<file path="config.mk">
export PLATFORM = sky130hd
export DESIGN_NAME = sdimlc_top
export DESIGN_NICKNAME = d
export VERILOG_FILES = /design/src/sdimlc_pkg.sv /design/src/sdimlc_buf2.sv /design/src/sdimlc_host_port.sv /design/src/sdimlc_top.sv
export VERILOG_INCLUDE_DIRS = /design/src
export SDC_FILE = /design/constraint.sdc
export NUM_CORES = 1
export LEC_CHECK = 0
export BUFFER_PORTS_ARGS = -buffer_cell sky130_fd_sc_hd__buf_2
export CAP_MARGIN = 20
export CORE_MARGIN = 10
export CORE_UTILIZATION = 60
export CTS_CLUSTER_DIAMETER = 50
export CTS_CLUSTER_SIZE = 28
export DETAILED_ROUTE_END_ITERATION = 6
export PLACE_DENSITY = 0.84
export SLEW_MARGIN = 30
export SYNTH_ARGS = -nofsm -noshare
export SYNTH_HDL_FRONTEND = slang
export SYNTH_SLANG_ARGS = --single-unit
</file>
<file path="constraint.sdc">
create_clock -name i_clk_sys -period 7.5 [get_ports i_clk_sys]
set_input_delay 0.375 -clock i_clk_sys [delete_from_list [all_inputs] [get_ports i_clk_sys]]
set_output_delay 0.375 -clock i_clk_sys [all_outputs]
set_load 0.05 [all_outputs]
</file>
<file path="src/sdimlc_defines.svh">
// Register offsets, field positions, reset values and timing counts
`ifndef SDIMLC_DEFINES_SVH
`define SDIMLC_DEFINES_SVH
`define SDIMLC_ADDR_MODE 12'h001
`define SDIMLC_ADDR_FEAT 12'h002
`define SDIMLC_ADDR_STATUS 12'h003
`define SDIMLC_ADDR_DRIVE 12'h06D
`define SDIMLC_DRIVE_RST 16'h0000
`define SDIMLC_FEAT_RST 16'hFFFF
`define SDIMLC_MODE_RST 5'h00
`define SDIMLC_MODE_OVR_BIT 4
`define SDIMLC_CODE_VIDEO 2'h0
`define SDIMLC_CODE_ASI 2'h1
`define SDIMLC_CODE_PASS 2'h2
`define SDIMLC_CODE_STANDBY 2'h3
`define SDIMLC_CMD_RD_BIT 15
`define SDIMLC_CMD_AI_BIT 12
`define SDIMLC_WORD_LAST 4'hF
`define SDIMLC_CLK_MHZ 25
`define SDIMLC_LOCK_MIN_US 100
`define SDIMLC_LOCK_MAX_AUTO_US 600
`define SDIMLC_LOCK_MAX_MAN_US 350
`define SDIMLC_LOCK_MIN_CYC (`SDIMLC_LOCK_MIN_US * `SDIMLC_CLK_MHZ)
`define SDIMLC_LOCK_MAX_AUTO_CYC (`SDIMLC_LOCK_MAX_AUTO_US * `SDIMLC_CLK_MHZ)
`define SDIMLC_LOCK_MAX_MAN_CYC (`SDIMLC_LOCK_MAX_MAN_US * `SDIMLC_CLK_MHZ)
`endif

</file>
<file path="src/sdimlc_pkg.sv">
// Types shared by the mode and loop output control block
package sdimlc_pkg;
  typedef enum logic [3:0] {
    MODE_VIDEO = 4'h1, MODE_ASI = 4'h2, MODE_PASS = 4'h4, MODE_STANDBY = 4'h8
  } sdimlc_mode_type;
  typedef enum logic [3:0] {
    LOOP_OFF = 4'h1, LOOP_MUTE = 4'h2, LOOP_RETIME = 4'h4, LOOP_BUFFER = 4'h8
  } sdimlc_loop_type;
  typedef struct packed {
    logic [9:0] data;
    logic asi_dec;
    logic raw;
  } sdimlc_word_type;
  typedef struct packed {
    logic wr;
    logic [11:0] addr;
    logic [15:0] wdata;
  } sdimlc_hreq_type;
  typedef struct packed {
    sdimlc_word_type e0;
    sdimlc_word_type e1;
    logic [1:0] cnt;
    logic in_ready;
    logic out_valid;
  } sdimlc_buf_type;
  typedef struct packed {
    logic sclk_p;
    logic [3:0] cnt;
    logic [15:0] sh_in;
    logic [15:0] sh_out;
    logic cmd_done;
    logic rd;
    logic ai;
    logic pend;
    logic sdout;
    sdimlc_hreq_type req;
  } sdimlc_host_type;
endpackage

</file>
<file path="src/sdimlc_buf2.sv">
// Two-entry word buffer with valid and ready on both sides
`timescale 1ns/10ps
`default_nettype none
module sdimlc_buf2 (
  // Clock and reset
  input wire logic i_clk_sys,
  input wire logic i_rst,
  // Freeze both sides
  input wire logic i_hold,
  // Filling side
  input var sdimlc_pkg::sdimlc_word_type i_data,
  input wire logic i_valid,
  output logic o_ready,
  // Draining side
  output var sdimlc_pkg::sdimlc_word_type o_data,
  output logic o_valid,
  input wire logic i_ready
);
  import sdimlc_pkg::*;
  sdimlc_buf_type q, n;
  logic [1:0] c;
  always_comb begin
    n = q;
    c = q.cnt;
    if (!i_hold && q.out_valid && i_ready) begin
      n.e0 = q.e1;
      c = c - 2'h1;
    end
    if (!i_hold && q.in_ready && i_valid) begin
      if (c == 2'h0) begin
        n.e0 = i_data;
      end else begin
        n.e1 = i_data;
      end
      c = c + 2'h1;
    end
    n.cnt = c;
    // Flags from the next count keep both handshakes flop-driven
    n.in_ready = !i_hold && (c != 2'h2);
    n.out_valid = !i_hold && (c != 2'h0);
  end
  always_ff @(posedge i_clk_sys or posedge i_rst) begin
    if (i_rst) begin
      q <= '0;
    end else begin
      q <= n;
    end
  end
  assign o_data = q.e0;
  assign o_valid = q.out_valid;
  assign o_ready = q.in_ready;
endmodule
`default_nettype wire

</file>
<file path="src/sdimlc_host_port.sv">
// Host serial port slave: command word then data words
`timescale 1ns/10ps
`default_nettype none
`include "sdimlc_defines.svh"
module sdimlc_host_port (
  // Clock and reset
  input wire logic i_clk_sys,
  input wire logic i_rst,
  // Port pins
  input wire logic i_cs_n,
  input wire logic i_sclk,
  input wire logic i_sdin,
  output logic o_sdout,
  // Register side
  output var sdimlc_pkg::sdimlc_hreq_type o_req,
  input wire logic [15:0] i_rdata
);
  import sdimlc_pkg::*;
  sdimlc_host_type q, n;
  logic [15:0] word;
  logic rise;
  logic fall;
  always_comb begin
    n = q;
    word = {q.sh_in[14:0], i_sdin};
    rise = i_sclk && !q.sclk_p;
    fall = !i_sclk && q.sclk_p;
    n.sclk_p = i_sclk;
    n.req.wr = 1'b0;
    if (q.req.wr && q.ai) begin
      n.req.addr = q.req.addr + 12'h001;
    end
    if (i_cs_n) begin
      n.cnt = 4'h0;
      n.cmd_done = 1'b0;
      n.pend = 1'b0;
    end else begin
      // One cycle fetch sits well inside the host's gap
      if (q.pend) begin
        n.pend = 1'b0;
        n.sh_out = i_rdata;
        n.sdout = i_rdata[15];
      end else if (fall && q.cmd_done && q.rd && q.cnt != 4'h0) begin
        // A fall before the first data rise would drop the top bit
        n.sh_out = {q.sh_out[14:0], 1'b0};
        n.sdout = q.sh_out[14];
      end
      if (rise) begin
        n.sh_in = word;
        n.cnt = q.cnt + 4'h1;
        if (q.cnt == `SDIMLC_WORD_LAST) begin
          if (!q.cmd_done) begin
            n.cmd_done = 1'b1;
            n.rd = word[`SDIMLC_CMD_RD_BIT];
            n.ai = word[`SDIMLC_CMD_AI_BIT];
            n.req.addr = word[11:0];
            n.pend = word[`SDIMLC_CMD_RD_BIT];
          end else if (!q.rd) begin
            n.req.wr = 1'b1;
            n.req.wdata = word;
          end else if (q.ai) begin
            n.req.addr = q.req.addr + 12'h001;
            n.pend = 1'b1;
          end
        end
      end
    end
  end
  always_ff @(posedge i_clk_sys or posedge i_rst) begin
    if (i_rst) begin
      q <= '0;
    end else begin
      q <= n;
    end
  end
  assign o_sdout = q.sdout;
  assign o_req = q.req;
endmodule
`default_nettype wire

</file>
<file path="src/sdimlc_top.sv">
// Operating mode, lock timing and loop-through output control
`timescale 1ns/10ps
`default_nettype none
`include "sdimlc_defines.svh"
module sdimlc_top #(
  parameter int unsigned LOCK_MAX_AUTO_CYC = `SDIMLC_LOCK_MAX_AUTO_CYC,
  parameter int unsigned LOCK_MAX_MAN_CYC = `SDIMLC_LOCK_MAX_MAN_CYC
) (
  // Clock and reset
  input wire logic i_clk_sys,
  input wire logic i_rst,
  // Control pins
  input wire logic i_loop_output_enable_pin,
  input wire logic i_reclock_select_pin,
  input wire logic i_standby_pin,
  input wire logic i_auto_mode_pin,
  // Mode indication pins, two-way
  input wire logic i_video_processing_indicator,
  output logic o_video_processing_indicator,
  output logic o_video_processing_indicator_oe,
  input wire logic i_asi_indicator,
  output logic o_asi_indicator,
  output logic o_asi_indicator_oe,
  // Serial stream and reclocker
  input wire logic i_serial_bit,
  input wire logic i_retimed_bit,
  input wire logic i_pll_raw_lock,
  output logic o_reclocker_en,
  output logic o_locked,
  // Loop-through output toward the cable driver
  output logic o_loop_through_output_p,
  output logic o_loop_through_output_n,
  // Parallel words in
  input wire logic [9:0] i_word,
  input wire logic i_word_valid,
  output logic o_word_ready,
  // Parallel words out
  output var sdimlc_pkg::sdimlc_word_type o_pdata,
  output logic o_pdata_valid,
  input wire logic i_pdata_ready,
  // Processing controls
  output logic [15:0] o_video_feat_en,
  output logic o_asi_decode_en,
  output logic o_pass_only,
  // Output pin drive
  output logic o_out_pins_oe,
  output logic [15:0] o_drive_strength,
  // Host serial port
  input wire logic i_host_serial_port_cs_n,
  input wire logic i_host_serial_port_sclk,
  input wire logic i_host_serial_port_sdin,
  output logic o_host_serial_port_sdout,
  output logic o_host_serial_port_sdout_oe
);
  import sdimlc_pkg::*;

  typedef struct packed {
    logic strap_done;
    logic strap_vpi;
    logic strap_asi;
    logic [4:0] modecfg;
    logic [15:0] feat;
    logic [15:0] drive;
    sdimlc_mode_type mode;
    logic locked;
    logic [11:0] qual_cnt;
    logic [13:0] search_cnt;
    sdimlc_loop_type loop_sel;
    logic loop_p;
    logic loop_n;
    logic pins_oe;
    logic vpi_out;
    logic asi_out;
    logic reclk_en;
    logic [15:0] feat_out;
    logic asi_dec_en;
    logic pass_only;
  } sdimlc_state_type;

  sdimlc_state_type q, n;
  sdimlc_hreq_type hreq;
  sdimlc_word_type word_in;
  sdimlc_mode_type mode_w;
  sdimlc_mode_type strap_mode;
  sdimlc_mode_type cfg_mode;
  sdimlc_loop_type sel_w;
  logic [15:0] rdata;
  logic [13:0] max_w;
  logic cfg_ok;
  logic hp_sdout;

  // Counts as 14 bits; a shortened max must stay above the min
  localparam logic [13:0] LOCK_MIN_LAST = 14'(`SDIMLC_LOCK_MIN_CYC - 1);
  localparam logic [13:0] LOCK_AUTO_LAST = 14'(LOCK_MAX_AUTO_CYC - 1);
  localparam logic [13:0] LOCK_MAN_LAST = 14'(LOCK_MAX_MAN_CYC - 1);

  sdimlc_host_port u_host (
    .i_clk_sys(i_clk_sys),
    .i_rst(i_rst),
    .i_cs_n(i_host_serial_port_cs_n),
    .i_sclk(i_host_serial_port_sclk),
    .i_sdin(i_host_serial_port_sdin),
    .o_sdout(hp_sdout),
    .o_req(hreq),
    .i_rdata(rdata)
  );

  // Words are tagged with the decode path they take downstream
  always_comb begin
    word_in.data = i_word;
    word_in.asi_dec = (q.mode == MODE_ASI);
    word_in.raw = (q.mode == MODE_PASS);
  end

  // Standby freezes the parallel side so the output stays static
  sdimlc_buf2 u_buf (
    .i_clk_sys(i_clk_sys),
    .i_rst(i_rst),
    .i_hold(q.mode == MODE_STANDBY),
    .i_data(word_in),
    .i_valid(i_word_valid),
    .o_ready(o_word_ready),
    .o_data(o_pdata),
    .o_valid(o_pdata_valid),
    .i_ready(i_pdata_ready)
  );

  // Mode register stays writable in standby, else it could never be left
  always_comb begin
    cfg_ok = (q.mode != MODE_STANDBY);
    rdata = 16'h0000;
    case (hreq.addr)
      `SDIMLC_ADDR_MODE: begin
        rdata = {11'h000, q.modecfg};
      end
      `SDIMLC_ADDR_STATUS: begin
        rdata = {4'h0, q.reclk_en, q.strap_asi, q.strap_vpi,
                 q.loop_sel, q.mode, q.locked};
      end
      `SDIMLC_ADDR_FEAT: begin
        if (cfg_ok) begin
          rdata = q.feat;
        end
      end
      `SDIMLC_ADDR_DRIVE: begin
        if (cfg_ok) begin
          rdata = q.drive;
        end
      end
      default: begin
        rdata = 16'h0000;
      end
    endcase
  end

  always_comb begin
    n = q;
    strap_mode = MODE_PASS;
    cfg_mode = MODE_VIDEO;
    mode_w = MODE_VIDEO;
    sel_w = LOOP_OFF;
    max_w = i_auto_mode_pin ? LOCK_AUTO_LAST : LOCK_MAN_LAST;

    // Strap levels are caught once, while the two-way pins still float
    if (!q.strap_done) begin
      n.strap_done = 1'b1;
      n.strap_vpi = i_video_processing_indicator;
      n.strap_asi = i_asi_indicator;
    end
    if (q.strap_vpi) begin
      strap_mode = MODE_VIDEO;
    end else if (q.strap_asi) begin
      strap_mode = MODE_ASI;
    end

    unique case (q.modecfg[1:0])
      `SDIMLC_CODE_VIDEO: cfg_mode = MODE_VIDEO;
      `SDIMLC_CODE_ASI: cfg_mode = MODE_ASI;
      `SDIMLC_CODE_PASS: cfg_mode = MODE_PASS;
      `SDIMLC_CODE_STANDBY: cfg_mode = MODE_STANDBY;
    endcase

    // Pin standby overrides, then host selection, then straps
    if (i_standby_pin) begin
      mode_w = MODE_STANDBY;
    end else if (q.modecfg[`SDIMLC_MODE_OVR_BIT]) begin
      mode_w = cfg_mode;
    end else begin
      mode_w = strap_mode;
    end
    n.mode = mode_w;

    // Entry defaults first, so a write in the same cycle still lands
    if (mode_w == MODE_VIDEO && q.mode != MODE_VIDEO) begin
      n.feat = `SDIMLC_FEAT_RST;
    end
    if (hreq.wr) begin
      case (hreq.addr)
        `SDIMLC_ADDR_MODE: begin
          n.modecfg = hreq.wdata[4:0];
        end
        `SDIMLC_ADDR_FEAT: begin
          if (cfg_ok) begin
            n.feat = hreq.wdata;
          end
        end
        `SDIMLC_ADDR_DRIVE: begin
          if (cfg_ok) begin
            n.drive = hreq.wdata;
          end
        end
        default: begin
        end
      endcase
    end

    // Lock: qualified no sooner than the min; a flickering raw lock
    // cannot push it past the max
    if (mode_w == MODE_STANDBY) begin
      n.locked = q.locked;
    end else if (q.locked) begin
      if (!i_pll_raw_lock) begin
        n.locked = 1'b0;
        n.qual_cnt = 12'h000;
        n.search_cnt = 14'h0000;
      end
    end else begin
      if (q.search_cnt < max_w) begin
        n.search_cnt = q.search_cnt + 14'h0001;
      end
      if (!i_pll_raw_lock) begin
        n.qual_cnt = 12'h000;
      end else if (q.qual_cnt != LOCK_MIN_LAST[11:0]) begin
        n.qual_cnt = q.qual_cnt + 12'h001;
      end
      if (i_pll_raw_lock && q.search_cnt >= LOCK_MIN_LAST &&
          (q.qual_cnt == LOCK_MIN_LAST[11:0] || q.search_cnt >= max_w)) begin
        n.locked = 1'b1;
      end
    end

    // Priority: disabled or standby pin, then mute, then retimed or buffered
    if (!i_loop_output_enable_pin) begin
      sel_w = LOOP_OFF;
    end else if (i_standby_pin) begin
      sel_w = LOOP_OFF;
    end else if (i_reclock_select_pin && !q.locked) begin
      sel_w = LOOP_MUTE;
    end else if (i_reclock_select_pin) begin
      sel_w = LOOP_RETIME;
    end else begin
      sel_w = LOOP_BUFFER;
    end
    n.loop_sel = sel_w;
    unique case (sel_w)
      LOOP_OFF: begin
        n.loop_p = 1'b1;
        n.loop_n = 1'b1;
      end
      LOOP_MUTE: begin
        n.loop_p = 1'b0;
        n.loop_n = 1'b1;
      end
      LOOP_RETIME: begin
        n.loop_p = i_retimed_bit;
        n.loop_n = !i_retimed_bit;
      end
      LOOP_BUFFER: begin
        n.loop_p = i_serial_bit;
        n.loop_n = !i_serial_bit;
      end
    endcase

    // Pins leave high impedance from the first edge after reset
    n.pins_oe = 1'b1;
    n.vpi_out = (mode_w == MODE_VIDEO);
    n.asi_out = (mode_w == MODE_ASI);
    n.reclk_en = (mode_w != MODE_STANDBY);
    n.feat_out = (mode_w == MODE_VIDEO) ? n.feat : 16'h0000;
    n.asi_dec_en = (mode_w == MODE_ASI);
    n.pass_only = (mode_w == MODE_PASS);
  end

  always_ff @(posedge i_clk_sys or posedge i_rst) begin
    if (i_rst) begin
      q <= '0;
      q.modecfg <= `SDIMLC_MODE_RST;
      q.feat <= `SDIMLC_FEAT_RST;
      q.drive <= `SDIMLC_DRIVE_RST;
      q.mode <= MODE_PASS;
      q.loop_sel <= LOOP_OFF;
      q.loop_p <= 1'b1;
      q.loop_n <= 1'b1;
    end else begin
      q <= n;
    end
  end

  assign o_video_processing_indicator = q.vpi_out;
  assign o_video_processing_indicator_oe = q.pins_oe;
  assign o_asi_indicator = q.asi_out;
  assign o_asi_indicator_oe = q.pins_oe;
  assign o_reclocker_en = q.reclk_en;
  assign o_locked = q.locked;
  assign o_loop_through_output_p = q.loop_p;
  assign o_loop_through_output_n = q.loop_n;
  assign o_video_feat_en = q.feat_out;
  assign o_asi_decode_en = q.asi_dec_en;
  assign o_pass_only = q.pass_only;
  assign o_out_pins_oe = q.pins_oe;
  assign o_drive_strength = q.drive;
  assign o_host_serial_port_sdout = hp_sdout;
  assign o_host_serial_port_sdout_oe = q.pins_oe;
endmodule
`default_nettype wire

</file>
# After elaboration in Yosys (flattened, before gate mapping)

Cells that the tools add are included.

Register bits: 196
Input bits: 26
Output and inout bits: 59
Word-level logic and storage cells: 180

Add/sub/neg operators: 6
Magnitude comparators: 3
Eq/ne operators: 27
Mux-type cells: 58
Bitwise logic cells: 5
Reduce and logical (&&, ||, !) cells: 41

Operators by type and width:

| cell                                                                 | count |
|---|---|
| 2-to-1 mux 16 bit                                                    | 10 |
| 2-to-1 mux 12 bit                                                    | 9 |
| 2-to-1 mux 29 bit                                                    | 3 |
| case mux 16 bit (4 select lines)                                     | 1 |
| 2-to-1 mux 27 bit                                                    | 2 |
| 2-to-1 mux 4 bit                                                     | 9 |
| 2-to-1 mux 32 bit                                                    | 1 |
| 2-to-1 mux 15 bit                                                    | 2 |
| adder 12 x 1 -> 12 bit (second input constant)                       | 2 |
| equality test 12 x 2 -> 1 bit (second input constant)                | 2 |
| 2-to-1 mux 24 bit                                                    | 1 |
| 2-to-1 mux 20 bit                                                    | 1 |
| equality test 4 bit (second input constant)                          | 4 |
| logical AND 1 bit                                                    | 16 |
| case mux 4 bit (4 select lines)                                      | 1 |
| adder 14 x 1 -> 14 bit (second input constant)                       | 1 |
| greater-or-equal comparator 14 x 12 -> 1 bit (second input constant) | 1 |
| greater-or-equal comparator 14 bit                                   | 1 |
| < comparator 14 bit                                                  | 1 |
| 2-to-1 mux 14 bit                                                    | 1 |
| 2-to-1 mux 13 bit                                                    | 1 |
| equality test 12 x 1 -> 1 bit (second input constant)                | 1 |
| equality test 12 bit (second input constant)                         | 1 |
| equality test 12 x 7 -> 1 bit (second input constant)                | 1 |
| 27 further kinds                                                     | 67 |

# Longest topological paths before layout

Gate-level depths: netlist of run 1.

Depth in word-level cells: 11
Depth in mapped cells: 10
Gate-level depth less buffers: 8

# Hierarchy

From an unflattened synthesis of run 1, not the netlist that was laid out.

Cell total of the unflattened synthesis: 885
Area total of the unflattened synthesis: 9990.8 sq um

Modules (own cells, without submodules):

| module           | times used | cells each | area each (sq um) | seq. area each (sq um) |
|---|---|---|---|---|
| sdimlc_top       | 1          | 446        | 4904.7            | 2452.4 |
| sdimlc_host_port | 1          | 310        | 3666.0            | 1726.7 |
| sdimlc_buf2      | 1          | 129        | 1420.1            | 700.7 |

# Worst setup path after synthesis of run 1

No wires, ideal clock.

Path type: register to register
From: reg q[55] (netlist bit)
To: reg u_buf.q[10] (netlist bit)
Setup time: 125 ps
Arrival time: 2546 ps
Data required time: 7375 ps
Setup slack: 4830 ps
Stages on the path, launching flop included: 10
Buffers on the path: 2
Period minus slack after synthesis: 2670 ps
Cells stage by stage: dfrtp_1 -> or4b_4 -> and3_1 -> buf_2 -> nor2b_4 -> xnor2_4 -> ha_1 -> nor2_1 -> buf_2 -> mux2_2

Longest elaborated chain between the ends: 8
Elaborated cells between the ends (all ways): 10
Classes of those cells: eq/ne: 1; mux: 1; bitwise: 1; reduce/logical: 7

RTL lines:

| item                                   | RTL line                             | RTL |
|---|---|---|
| start, declared                        | sdimlc_top.sv:80                     | `sdimlc_state_type q, n;` |
| start signal, assigned                 | sdimlc_top.sv:295                    | `q <= n;` |
| equality test 4 bit *                  | sdimlc_top.sv:119                    | `.i_hold(q.mode == MODE_STANDBY),` |
| zero test 1 bit *                      | sdimlc_buf2.sv:25, sdimlc_buf2.sv:29 |  |
| logical AND 1 bit (2 in a row)         | sdimlc_buf2.sv:25                    | `if (!i_hold && q.out_valid && i_ready) begin` |
| 2-to-1 mux 2 bit                       | sdimlc_buf2.sv:25                    |  |
| zero test 2 bit                        | sdimlc_buf2.sv:30                    | `if (c == 2'h0) begin` |
| NOT 1 bit (no source line)             | --                                   |  |
| AND reduction 2 bit (no source line) * | --                                   |  |
| end signal, assigned                   | sdimlc_buf2.sv:46                    | `q <= n;` |
| end, declared                          | sdimlc_buf2.sv:20                    | `sdimlc_buf_type q, n;` |

Every way passes the cells marked *; elsewhere a longest branch is shown, timed or not.
A chain may end at the register's enable or synchronous reset.

# Final worst setup path of run 1

From: reg q[55] (netlist bit)
To: reg u_buf.q[7] (netlist bit)

Same word-level chain as after synthesis.

==> metrics.txt, run 1 <==
status=completed; largest net degree at the start of global routing=127; Required @ worst endpoint=7.83 ns; Overflow after GRT=0; via-per-instance ratio=6.24; DP Cell Count=1,071; initial antenna violation count=0; top_reg_cell synth=dfrtp_1; RSZ-0062 raised after global routing=no; sequential area share after synthesis=0.501; HPWL after DPL=14,500 µm; Max Clock Freq=0.283 GHz; die width=147 µm; synth top area cells=dfrtp_1 45%, mux2_2 7.4%, dfstp_2 5.4%; Pre-Repair DR Iteration Count=5; cell accounting for the most synthesized area=dfrtp_1; layout cells sized above 1=0.256; Post-CTS Setup Inserts=0; Worst Setup End Kind=register; CTS Hold Bufs=0; Resized cells post-CTS=0; Worst VDD drop=0.234 mV; Slowest-stage cell, CP=nor2_1; die area=21,700 µm²; Pwr Density=274 nW/µm²; post-route ant nets=0; clk_lat worst skew=0.44 ns; worst relative slew slack=0.374; Tot Pwr=2.87 mW; crit start category=register; Leak=4.70 nW; # setup viols final=0; clk_skew=0.0107 ns; hold crit path type=primary input to register; Distinct cells, synth=78; WL per Instance=19.4 µm; top-area cell type share of the netlist area=0.447; I/O pin cnt=85; count leader, synth=dfrtp_1; Core ar.=15,900 µm²; Synth Register Bits=194; critical path's largest stage delay=0.73 ns; nets=915; number of flops mapped to enable cells by yosys=0; Vias=6,883; Synth Net Count=906; Starting Density=0.613; clock slew at reported path FFs=0.08 ns; fin cells=1,103; GRT Overall Usage=0.200; Critical Path AT=3.86 ns; Mapped Area=9740 µm²; final hold vios=0; fin crit share=0.471; CTS tree=yes; fin crit period=3.53 ns; CP Cell Sequence=or4b_4, and3_1, nor2b_4, xnor2_4, ha_1, nor2_1, mux2_2; max-cap check violation count=0; synth warn=0; DR iter-0 viols=645; vias in the first global route=6,826; Longest Clk Path Bufs=2; total routed wirelength=21,400 µm; asr flop ratio synth=1.00; cts bufs inserted=17; Clock Tree Root=clkbuf_16; Worst Setup Path Type=register to register; Std-Cell Rows=46; final core utilization=0.658; Remaining DRCs=0; H-Tree Depth=4; CP max FO=14; Mapped Cells=865; chip height=147 µm; slew of the pin with the lowest slew margin=0.935 ns; first-pass GRT wire length=35,600 µm; Ant. Diodes=0; Port Buffers=84; setup TNS=0 ns; commonest cells in the synthesized netlist=174 x dfrtp_1, 64 x mux2_2, 61 x nor2_1; CTS Sinks=194; Placer Congestion=0.840; Area Overhead vs Synth=7.25%; syn avg cell area=11.3 µm²; max-slew violation count=0
==> power by group <==
group | switching (mW) | internal [mW] | total, mW
Sequential | 0.114 | 1.18 | 1.29
Combinational | 0.401 | 0.234 | 0.635
Clock | 0.426 | 0.512 | 0.938
Total | 0.941 | 1.93 | 2.87
==> flip-flops by register name, summed over array words and instances (netlist names) <==
signal                        count
o_locked                          1
o_pass_only                       1
o_reclocker_en                    1
u_host.o_sdout                    1
o_loop_through_output_n           1
u_host.q                         39
u_buf.q                          14
u_buf.o_ready                     1
o_asi_indicator_oe                1
o_loop_through_output_p           1
u_buf.o_data                     12
o_video_processing_indicator      1
u_buf.o_valid                     1
o_asi_decode_en                   1
u_host.o_req                     29
o_video_feat_en                  16
o_drive_strength                 16
q                                57
==> critical path: cells and delay by family, from the launching register on <==
family | cells | cell delay, ns
flops | 1 | 0.43
simple gates | 4 | 2.21
fa+ha+maj | 1 | 0.23
xor+xnor | 1 | 0.14
mux | 1 | 0.42
==> per-stage QoR <==
| stage | setup WS, ns | instance area, µm² | hold WS [ns] |
|---|---|---|---|
| 3_3_place_gp | 4.01 | 9830 | 0.467 |
| 3_5_place_dp | 3.96 | 9830 | 0.479 |
| 4_1_cts | 3.94 | 10400 | 0.0746 |
| 2_1_floorplan | 1.87 | 9740 | 0.406 |
| 6_report | 3.97 | 10400 | 0.0799 |
| 5_1_grt | 3.79 | 10400 | 0.0824 |
==> routing by layer <==
metal	track usage	vias up	routed length [µm]
li1	-	3131	-
met1	0.253	3504	9070
met2	0.332	215	10600
met3	0.0455	33	1280
met4	0.0709	0	451
met5	0	-	0
==> logic make-up (layout without fill, tap and decap cells) <==
group	count (synthesis)	after routing	share of synthesized area
AO/OA/AOI/OAI	193	193	0.147
adder cells (fa/ha/maj)	15	15	0.0193
multiplexers	93	93	0.104
AND/OR/NAND/NOR	215	215	0.120
XOR/XNOR	32	32	0.0326
buffers and inverters	122	144	0.0749
other	1	1	0.000385
flip-flops	194	194	0.501
==> final cells by class <==
| cell class | count | area [µm²] |
|---|---|---|
| clock buffer | 18 | 439 |
| timing repair buffer | 89 | 458 |
| sequential | 194 | 4880 |
| clock inverter | 14 | 169 |
| inverter | 23 | 93.8 |
| tap | 216 | 270 |
| multi-input combinational | 549 | 4140 |
| fill | 1201 | 5440 |
==> layout by cell type (no fill, tap or decap), types with 4 or more instances in the layout <==
cell	Yosys	routed
a222oi_1	7	7
ha_1	15	15
mux2_1	4	4
a22oi_1	12	12
or3_1	8	8
a21oi_1	48	48
nor2_1	61	61
o221a_1	15	15
dfrtp_1	174	174
and3_1	11	11
nor3_1	9	8
and2_1	6	6
o21ai_0	23	23
o22a_1	16	16
inv_1	22	21
nand4_1	8	8
nor2b_1	14	14
nand2_1	41	41
mux2_2	64	64
o32ai_1	4	4
clkbuf_16	0	17
a31oi_1	9	9
mux2i_1	25	25
a211o_1	4	4
xnor2_1	23	23
buf_4	54	5
and4_1	5	5
a41o_1	6	6
o22ai_1	7	7
dfstp_2	20	20
a221o_1	4	4
clkinv_4	0	5
a211oi_1	6	6
buf_2	12	84
inv_6	0	4
nand3_1	21	21
xor2_1	7	7
nand2b_1	4	4
==> path summary, 6_finish.rpt <==
kind / cells after the start / start / end / slack (ns)
setup / recovery: 7 / q[55] / u_buf.q[7] / 3.97
hold / removal: 1 / i_host_serial_port_sclk / u_host.q[70] / 0.08
setup reg to reg: 7 / q[55] / u_buf.q[7] / 3.97
hold reg to reg: 1 / u_buf.q[6] / u_buf.q[6] / 0.49
max in group asynchronous: 3 / i_rst / u_buf.o_data[2] / 6.02
min in group asynchronous: 2 / i_rst / u_host.q[66] / 0.11
No activity file was read; power rests on OpenSTA's default activity.
==> run 2, diff against run 1 <==
--- a/config.mk
+++ b/config.mk
@@ -9,11 +9,11 @@
 export BUFFER_PORTS_ARGS = -buffer_cell sky130_fd_sc_hd__buf_2
 export CAP_MARGIN = 20
 export CORE_MARGIN = 10
-export CORE_UTILIZATION = 60
+export CORE_UTILIZATION = 54
 export CTS_CLUSTER_DIAMETER = 50
 export CTS_CLUSTER_SIZE = 28
 export DETAILED_ROUTE_END_ITERATION = 6
-export PLACE_DENSITY = 0.84
+export PLACE_DENSITY = 0.8
 export SLEW_MARGIN = 30
 export SYNTH_ARGS = -nofsm -noshare
 export SYNTH_HDL_FRONTEND = slang
==> constraint.sdc (replaced) <==
create_clock -name i_clk_sys -period 2.85 [get_ports i_clk_sys]
set_input_delay 0.1425 -clock i_clk_sys [delete_from_list [all_inputs] [get_ports i_clk_sys]]
set_output_delay 0.1425 -clock i_clk_sys [all_outputs]
set_load 0.05 [all_outputs]
==> metrics.txt, run 2 (synthesis results as in run 1) <==
fin crit period=2.59 ns (was 3.53 ns); crit start category=register (unchanged); Clock Tree Root=clkbuf_16 (unchanged); clk_lat worst skew=0.43 ns (was 0.44 ns); slew of the pin with the lowest slew margin=0.833 ns (was 0.935 ns); Worst Setup End Kind=register (unchanged); Core ar.=17,800 µm² (was 15,900 µm²); met3 Use GR=0.0324 (was 0.0455); Placed Area=10,000 µm² (was 9830 µm²); via-per-instance ratio=6.01 (was 6.24); WL per Instance=18.6 µm (was 19.4 µm); worst relative slew slack=0.444 (was 0.374); RSZ-0062 raised after global routing=no (unchanged); Pwr Density=687 nW/µm² (was 274 nW/µm²); Area Overhead vs Synth=10.8% (was 7.25%); Critical Path AT=2.91 ns (was 3.86 ns); I/O pin cnt=85 (unchanged); Std-Cell Rows=49 (was 46); cts bufs inserted=17 (unchanged); status=completed (unchanged); Most flops, register=q (unchanged); HPWL after DPL=15,200 µm (was 14,500 µm); total routed wirelength=21,400 µm (about the same); first-pass GRT wire length=35,900 µm (was 35,600 µm); busiest grt layer=met2 (unchanged); GRT Overall Usage=0.181 (was 0.200); max-cap check violation count=0 (unchanged); CP max FO=12 (was 14); Post-CTS Setup Inserts=0 (unchanged); Final Instance Area=10,800 µm² (was 10,400 µm²); setup TNS=0 ns (unchanged); met2 Use GR=0.298 (was 0.332); fin cells=1,153 (was 1,103); met1 Use GR=0.238 (was 0.253); post-route ant nets=0 (unchanged); max FFs per register=57 (unchanged); Port Buffers=84 (unchanged); fin crit share=0.909 (was 0.471); Longest Clk Path Bufs=2 (unchanged); nets=952 (was 915); Remaining DRCs=0 (unchanged); Worst Setup Path Type=register to register (unchanged); Worst VDD drop=0.678 mV (was 0.234 mV); Leak=4.85 nW (was 4.70 nW); DP Cell Count=1,102 (was 1,071); vias in the first global route=6,769 (was 6,826); commonest cells after routing, fill and taps aside=174 x dfrtp_1, 84 x buf_2, 64 x mux2_2 (unchanged); CTS Sinks=194 (unchanged); DR iter-0 viols=491 (was 645); Pre-Repair DR Iteration Count=5 (unchanged); initial antenna violation count=1 (was 0); max-slew violation count=0 (unchanged); largest net degree at the start of global routing=51 (was 127); layout cells sized above 1=0.263 (was 0.256); die area=23,800 µm² (was 21,700 µm²); hold crit path type=primary input to register (unchanged); # setup viols final=0 (unchanged); Tot Pwr=7.42 mW (was 2.87 mW); final hold vios=0 (unchanged); Vias=6,933 (was 6,883); H-Tree Depth=4 (unchanged); CTS tree=yes (unchanged); clock slew at reported path FFs=0.07 ns (was 0.08 ns); leading cell type in the layout, fill and taps excluded=dfrtp_1 (unchanged); Starting Density=0.546 (was 0.613); chip height=154 µm (was 147 µm); Overflow after GRT=0 (unchanged); die width=154 µm (was 147 µm); Placer Congestion=0.876 (was 0.840); Max Clock Freq=0.386 GHz (was 0.283 GHz); Required @ worst endpoint=3.17 ns (was 7.83 ns); clk_skew=0.00946 ns (was 0.0107 ns)
[run 2: worst paths after layout]
path / from / endpoint / slack [ns] / cells past startpoint
worst max-delay path: q[55] / u_buf.q[11] / 0.26 / 8
worst min-delay path: i_word_valid / u_buf.o_valid / 0.06 / 3
worst max register to register: q[55] / u_buf.q[11] / 0.26 / 8
worst min register to register: u_buf.q[15] / u_buf.q[15] / 0.49 / 1
max in group asynchronous: i_rst / q[77] / 1.67 / 4
min in group asynchronous: i_rst / u_host.q[67] / 0.41 / 3
[run 2: power breakdown]
part / total, mW / internal, mW / switching, mW
Combinational: 1.71 / 0.651 / 1.06
Sequential: 3.41 / 3.11 / 0.301
Clock: 2.30 / 1.24 / 1.06
[run 2: layout make-up]
| class | instances | area (µm²) |
|---|---|---|
| clock inverters | 13 | 126 |
| flip-flops and latches | 194 | 4880 |
| multi-input cells | 549 | 4130 |
| well taps | 229 | 287 |
| fillers | 1353 | 7050 |
| inverters | 23 | 90.1 |
| clock buffers | 18 | 439 |
| diodes | 1 | 2.50 |
| repair buffers | 126 | 833 |
[run 2: worst max-delay path, cell delays in order, from the launching register on]
cell and delay [ns]:
dfrtp_1 0.43, or4b_4 0.55, and3_1 0.27, nor2b_4 0.17, xnor2_4 0.15, ha_1 0.23, nor2_1 0.10, buf_4 0.21
mux2_2 0.36
[run 2: through the flow]
| step | utilization | worst slack (ns) | hold slack (ns) |
|---|---|---|---|
| 4_1_cts | 0.605 | 0.266 | 0.0463 |
| 6_report | 0.605 | 0.260 | 0.0583 |
| 5_1_grt | 0.605 | 0.160 | 0.0695 |
| 2_1_floorplan | - | 0.180 | 0.174 |
| 3_5_place_dp | 0.562 | 0.274 | 0.300 |
| 3_3_place_gp | 0.562 | 0.317 | 0.294 |
[run 2: repair_timing]
action | CTS | global route
hold buffers | 19 | 0
endpoints found under the setup margin | 0 | 0
resized for setup | 0 | 0
hold endpoints to repair | 58 | 0
[run 2: layer usage]
| metal | share of wire | vias up | routed length, µm |
|---|---|---|---|
| met1 | 0.44 | 3502 | 9530 |
| met5 | 0 | - | 0 |
| met2 | 0.49 | 182 | 10600 |
| met3 | 0.046 | 32 | 975 |
| met4 | 0.017 | 0 | 357 |
| li1 | - | 3217 | - |
==> run 3, diff against run 2 <==
--- a/config.mk
+++ b/config.mk
@@ -6,13 +6,12 @@
 export SDC_FILE = /design/constraint.sdc
 export NUM_CORES = 1
 export LEC_CHECK = 0
-export BUFFER_PORTS_ARGS = -buffer_cell sky130_fd_sc_hd__buf_2
-export CAP_MARGIN = 20
 export CORE_MARGIN = 10
-export CORE_UTILIZATION = 54
+export CORE_UTILIZATION = 58
 export CTS_CLUSTER_DIAMETER = 50
 export CTS_CLUSTER_SIZE = 28
 export DETAILED_ROUTE_END_ITERATION = 6
+export DONT_BUFFER_PORTS = 1
 export PLACE_DENSITY = 0.8
 export SLEW_MARGIN = 30
 export SYNTH_ARGS = -nofsm -noshare
==> metrics.txt, run 3 (synthesis results as in run 1) <==
die width=150 µm (was 154 µm); final core utilization=0.629 (was 0.605); busiest grt layer=met2 (unchanged); Core ar.=16,500 µm² (was 17,800 µm²); worst relative slew slack=0.418 (was 0.444); Area Overhead vs Synth=6.64% (was 10.8%); clk_skew=0.00985 ns (was 0.00946 ns); max-cap check violation count=0 (unchanged); DR iter-0 viols=688 (was 491); Critical Path AT=2.94 ns (was 2.91 ns); Most flops, register=q (unchanged); Pre-Repair DR Iteration Count=6 (was 5); Required @ worst endpoint=3.16 ns (was 3.17 ns); cts bufs inserted=17 (unchanged); met3 Use GR=0.0426 (was 0.0324); crit start category=register (unchanged); Placer Congestion=0.841 (was 0.876); largest net degree at the start of global routing=195 (was 51); Remaining DRCs=0 (unchanged); Worst VDD drop=0.524 mV (was 0.678 mV); via-per-instance ratio=6.30 (was 6.01); CTS tree=yes (unchanged); Placed Area=9530 µm² (was 10,000 µm²); H-Tree Depth=4 (unchanged); Port Buffers=0 (was 84); GRT Overall Usage=0.198 (was 0.181); die area=22,400 µm² (was 23,800 µm²); Final Instance Area=10,400 µm² (was 10,800 µm²); nets=868 (was 952); final hold vios=0 (unchanged); hold crit path type=primary input to register (unchanged); CP max FO=12 (unchanged); first-pass GRT wire length=35,600 µm (was 35,900 µm); WL per Instance=20.4 µm (was 18.6 µm); fin crit period=2.63 ns (was 2.59 ns); leading cell type in the layout, fill and taps excluded=dfrtp_1 (unchanged); post-route ant nets=0 (unchanged); Leak=4.49 nW (was 4.85 nW); Longest Clk Path Bufs=2 (unchanged); setup TNS=0 ns (unchanged); fin crit share=0.921 (was 0.909); I/O pin cnt=85 (unchanged); Worst Setup Path Type=register to register (unchanged); Overflow after GRT=0 (unchanged); Pwr Density=715 nW/µm² (was 687 nW/µm²); Std-Cell Rows=47 (was 49); chip height=150 µm (was 154 µm); Resized cells post-CTS=0 (unchanged); HPWL after DPL=14,300 µm (was 15,200 µm); layout cells sized above 1=0.188 (was 0.263); total routed wirelength=21,700 µm (was 21,400 µm); commonest cells after routing, fill and taps aside=173 x dfrtp_1, 64 x mux2_2, 61 x nor2_1 (was 174 x dfrtp_1, 84 x buf_2, 64 x mux2_2); Starting Density=0.589 (was 0.546); Clock Tree Root=clkbuf_16 (unchanged); met1 Use GR=0.264 (was 0.238); vias in the first global route=6,626 (was 6,769); Max Clock Freq=0.381 GHz (was 0.386 GHz); initial antenna violation count=1 (unchanged); clock slew at reported path FFs=0.07 ns (about the same); # setup viols final=0 (unchanged); Vias=6,687 (was 6,933); max-slew violation count=0 (unchanged); met2 Use GR=0.315 (was 0.298); clk_lat worst skew=0.43 ns (about the same); CTS Sinks=194 (unchanged); max FFs per register=57 (unchanged); status=completed (unchanged); Worst Setup End Kind=register (unchanged); RSZ-0062 raised after global routing=no (unchanged); slew of the pin with the lowest slew margin=0.874 ns (was 0.833 ns)
[run 3: cell types whose count changed in the layout (fill, tap and decap cells not counted), sizes merged]
cell,before,now
buf,107,20
clkbuf,18,21
inv,26,24
clkinv,5,4
dlygate4sd3,19,22
bufinv,1,2
[run 3: timing repair]
action / CTS / global route
hold buffers: 22 / 0
setup buffers: 0 / 0
endpoints found under the setup margin: 0 / 0
hold endpoints to repair: 227 / 0
[run 3: final timing paths]
check / startpoint / slack, ns / cells past startpoint / endpoint
worst max-delay path: q[55] / 0.22 / 8 / u_buf.q[14]
worst min-delay path: i_pll_raw_lock / 0.02 / 3 / q[47]
worst max register to register: q[55] / 0.22 / 8 / u_buf.q[14]
worst min register to register: u_buf.q[6] / 0.50 / 1 / u_buf.q[6]
max in group asynchronous: i_rst / 1.60 / 4 / o_asi_indicator_oe
min in group asynchronous: i_rst / 0.27 / 3 / u_host.q[67]
[run 3: per-layer routing]
metal	wire, µm	up-vias
li1	-	3055
met1	9380	3397
met2	10600	210
met3	1320	25
met4	429	0
met5	0	-
[run 3: report_power, final]
group,internal [mW],switching [mW]
clock,1.39,1.04
sequential,3.10,0.761
combinational,0.562,0.579
total,5.05,2.38
[run 3: critical path, cell delays in order (launching register included)]
cell and delay (ns):
dfrtp_1 0.43, or4b_4 0.56, and3_1 0.28, nor2b_4 0.18, xnor2_4 0.14, ha_1 0.23, nor2_1 0.11, buf_4 0.23
mux2_2 0.36
[run 3: area by class of cell]
| class | count | area, µm² |
|---|---|---|
| Sequential cell | 194 | 4880 |
| Inverter | 23 | 90.1 |
| Multi-Input combinational cell | 549 | 4130 |
| Clock inverter | 11 | 124 |
| Timing Repair Buffer | 42 | 403 |
| Clock buffer | 21 | 480 |
| Antenna cell | 1 | 2.50 |
| Fill cell | 1225 | 6140 |
| Tap cell | 220 | 275 |
[run 3: metrics by stage]
step	cells	worst slack [ns]	total power [mW]	hold WS, ns
after global routing	1061	0.111	7.75	0.0307
after floorplan	865	0.180	4.89	0.174
final	1061	0.225	7.43	0.0230
after detailed placement	1005	0.252	4.99	0.174
after CTS	1059	0.229	7.45	0.00193
after global placement	1005	0.314	4.94	0.174
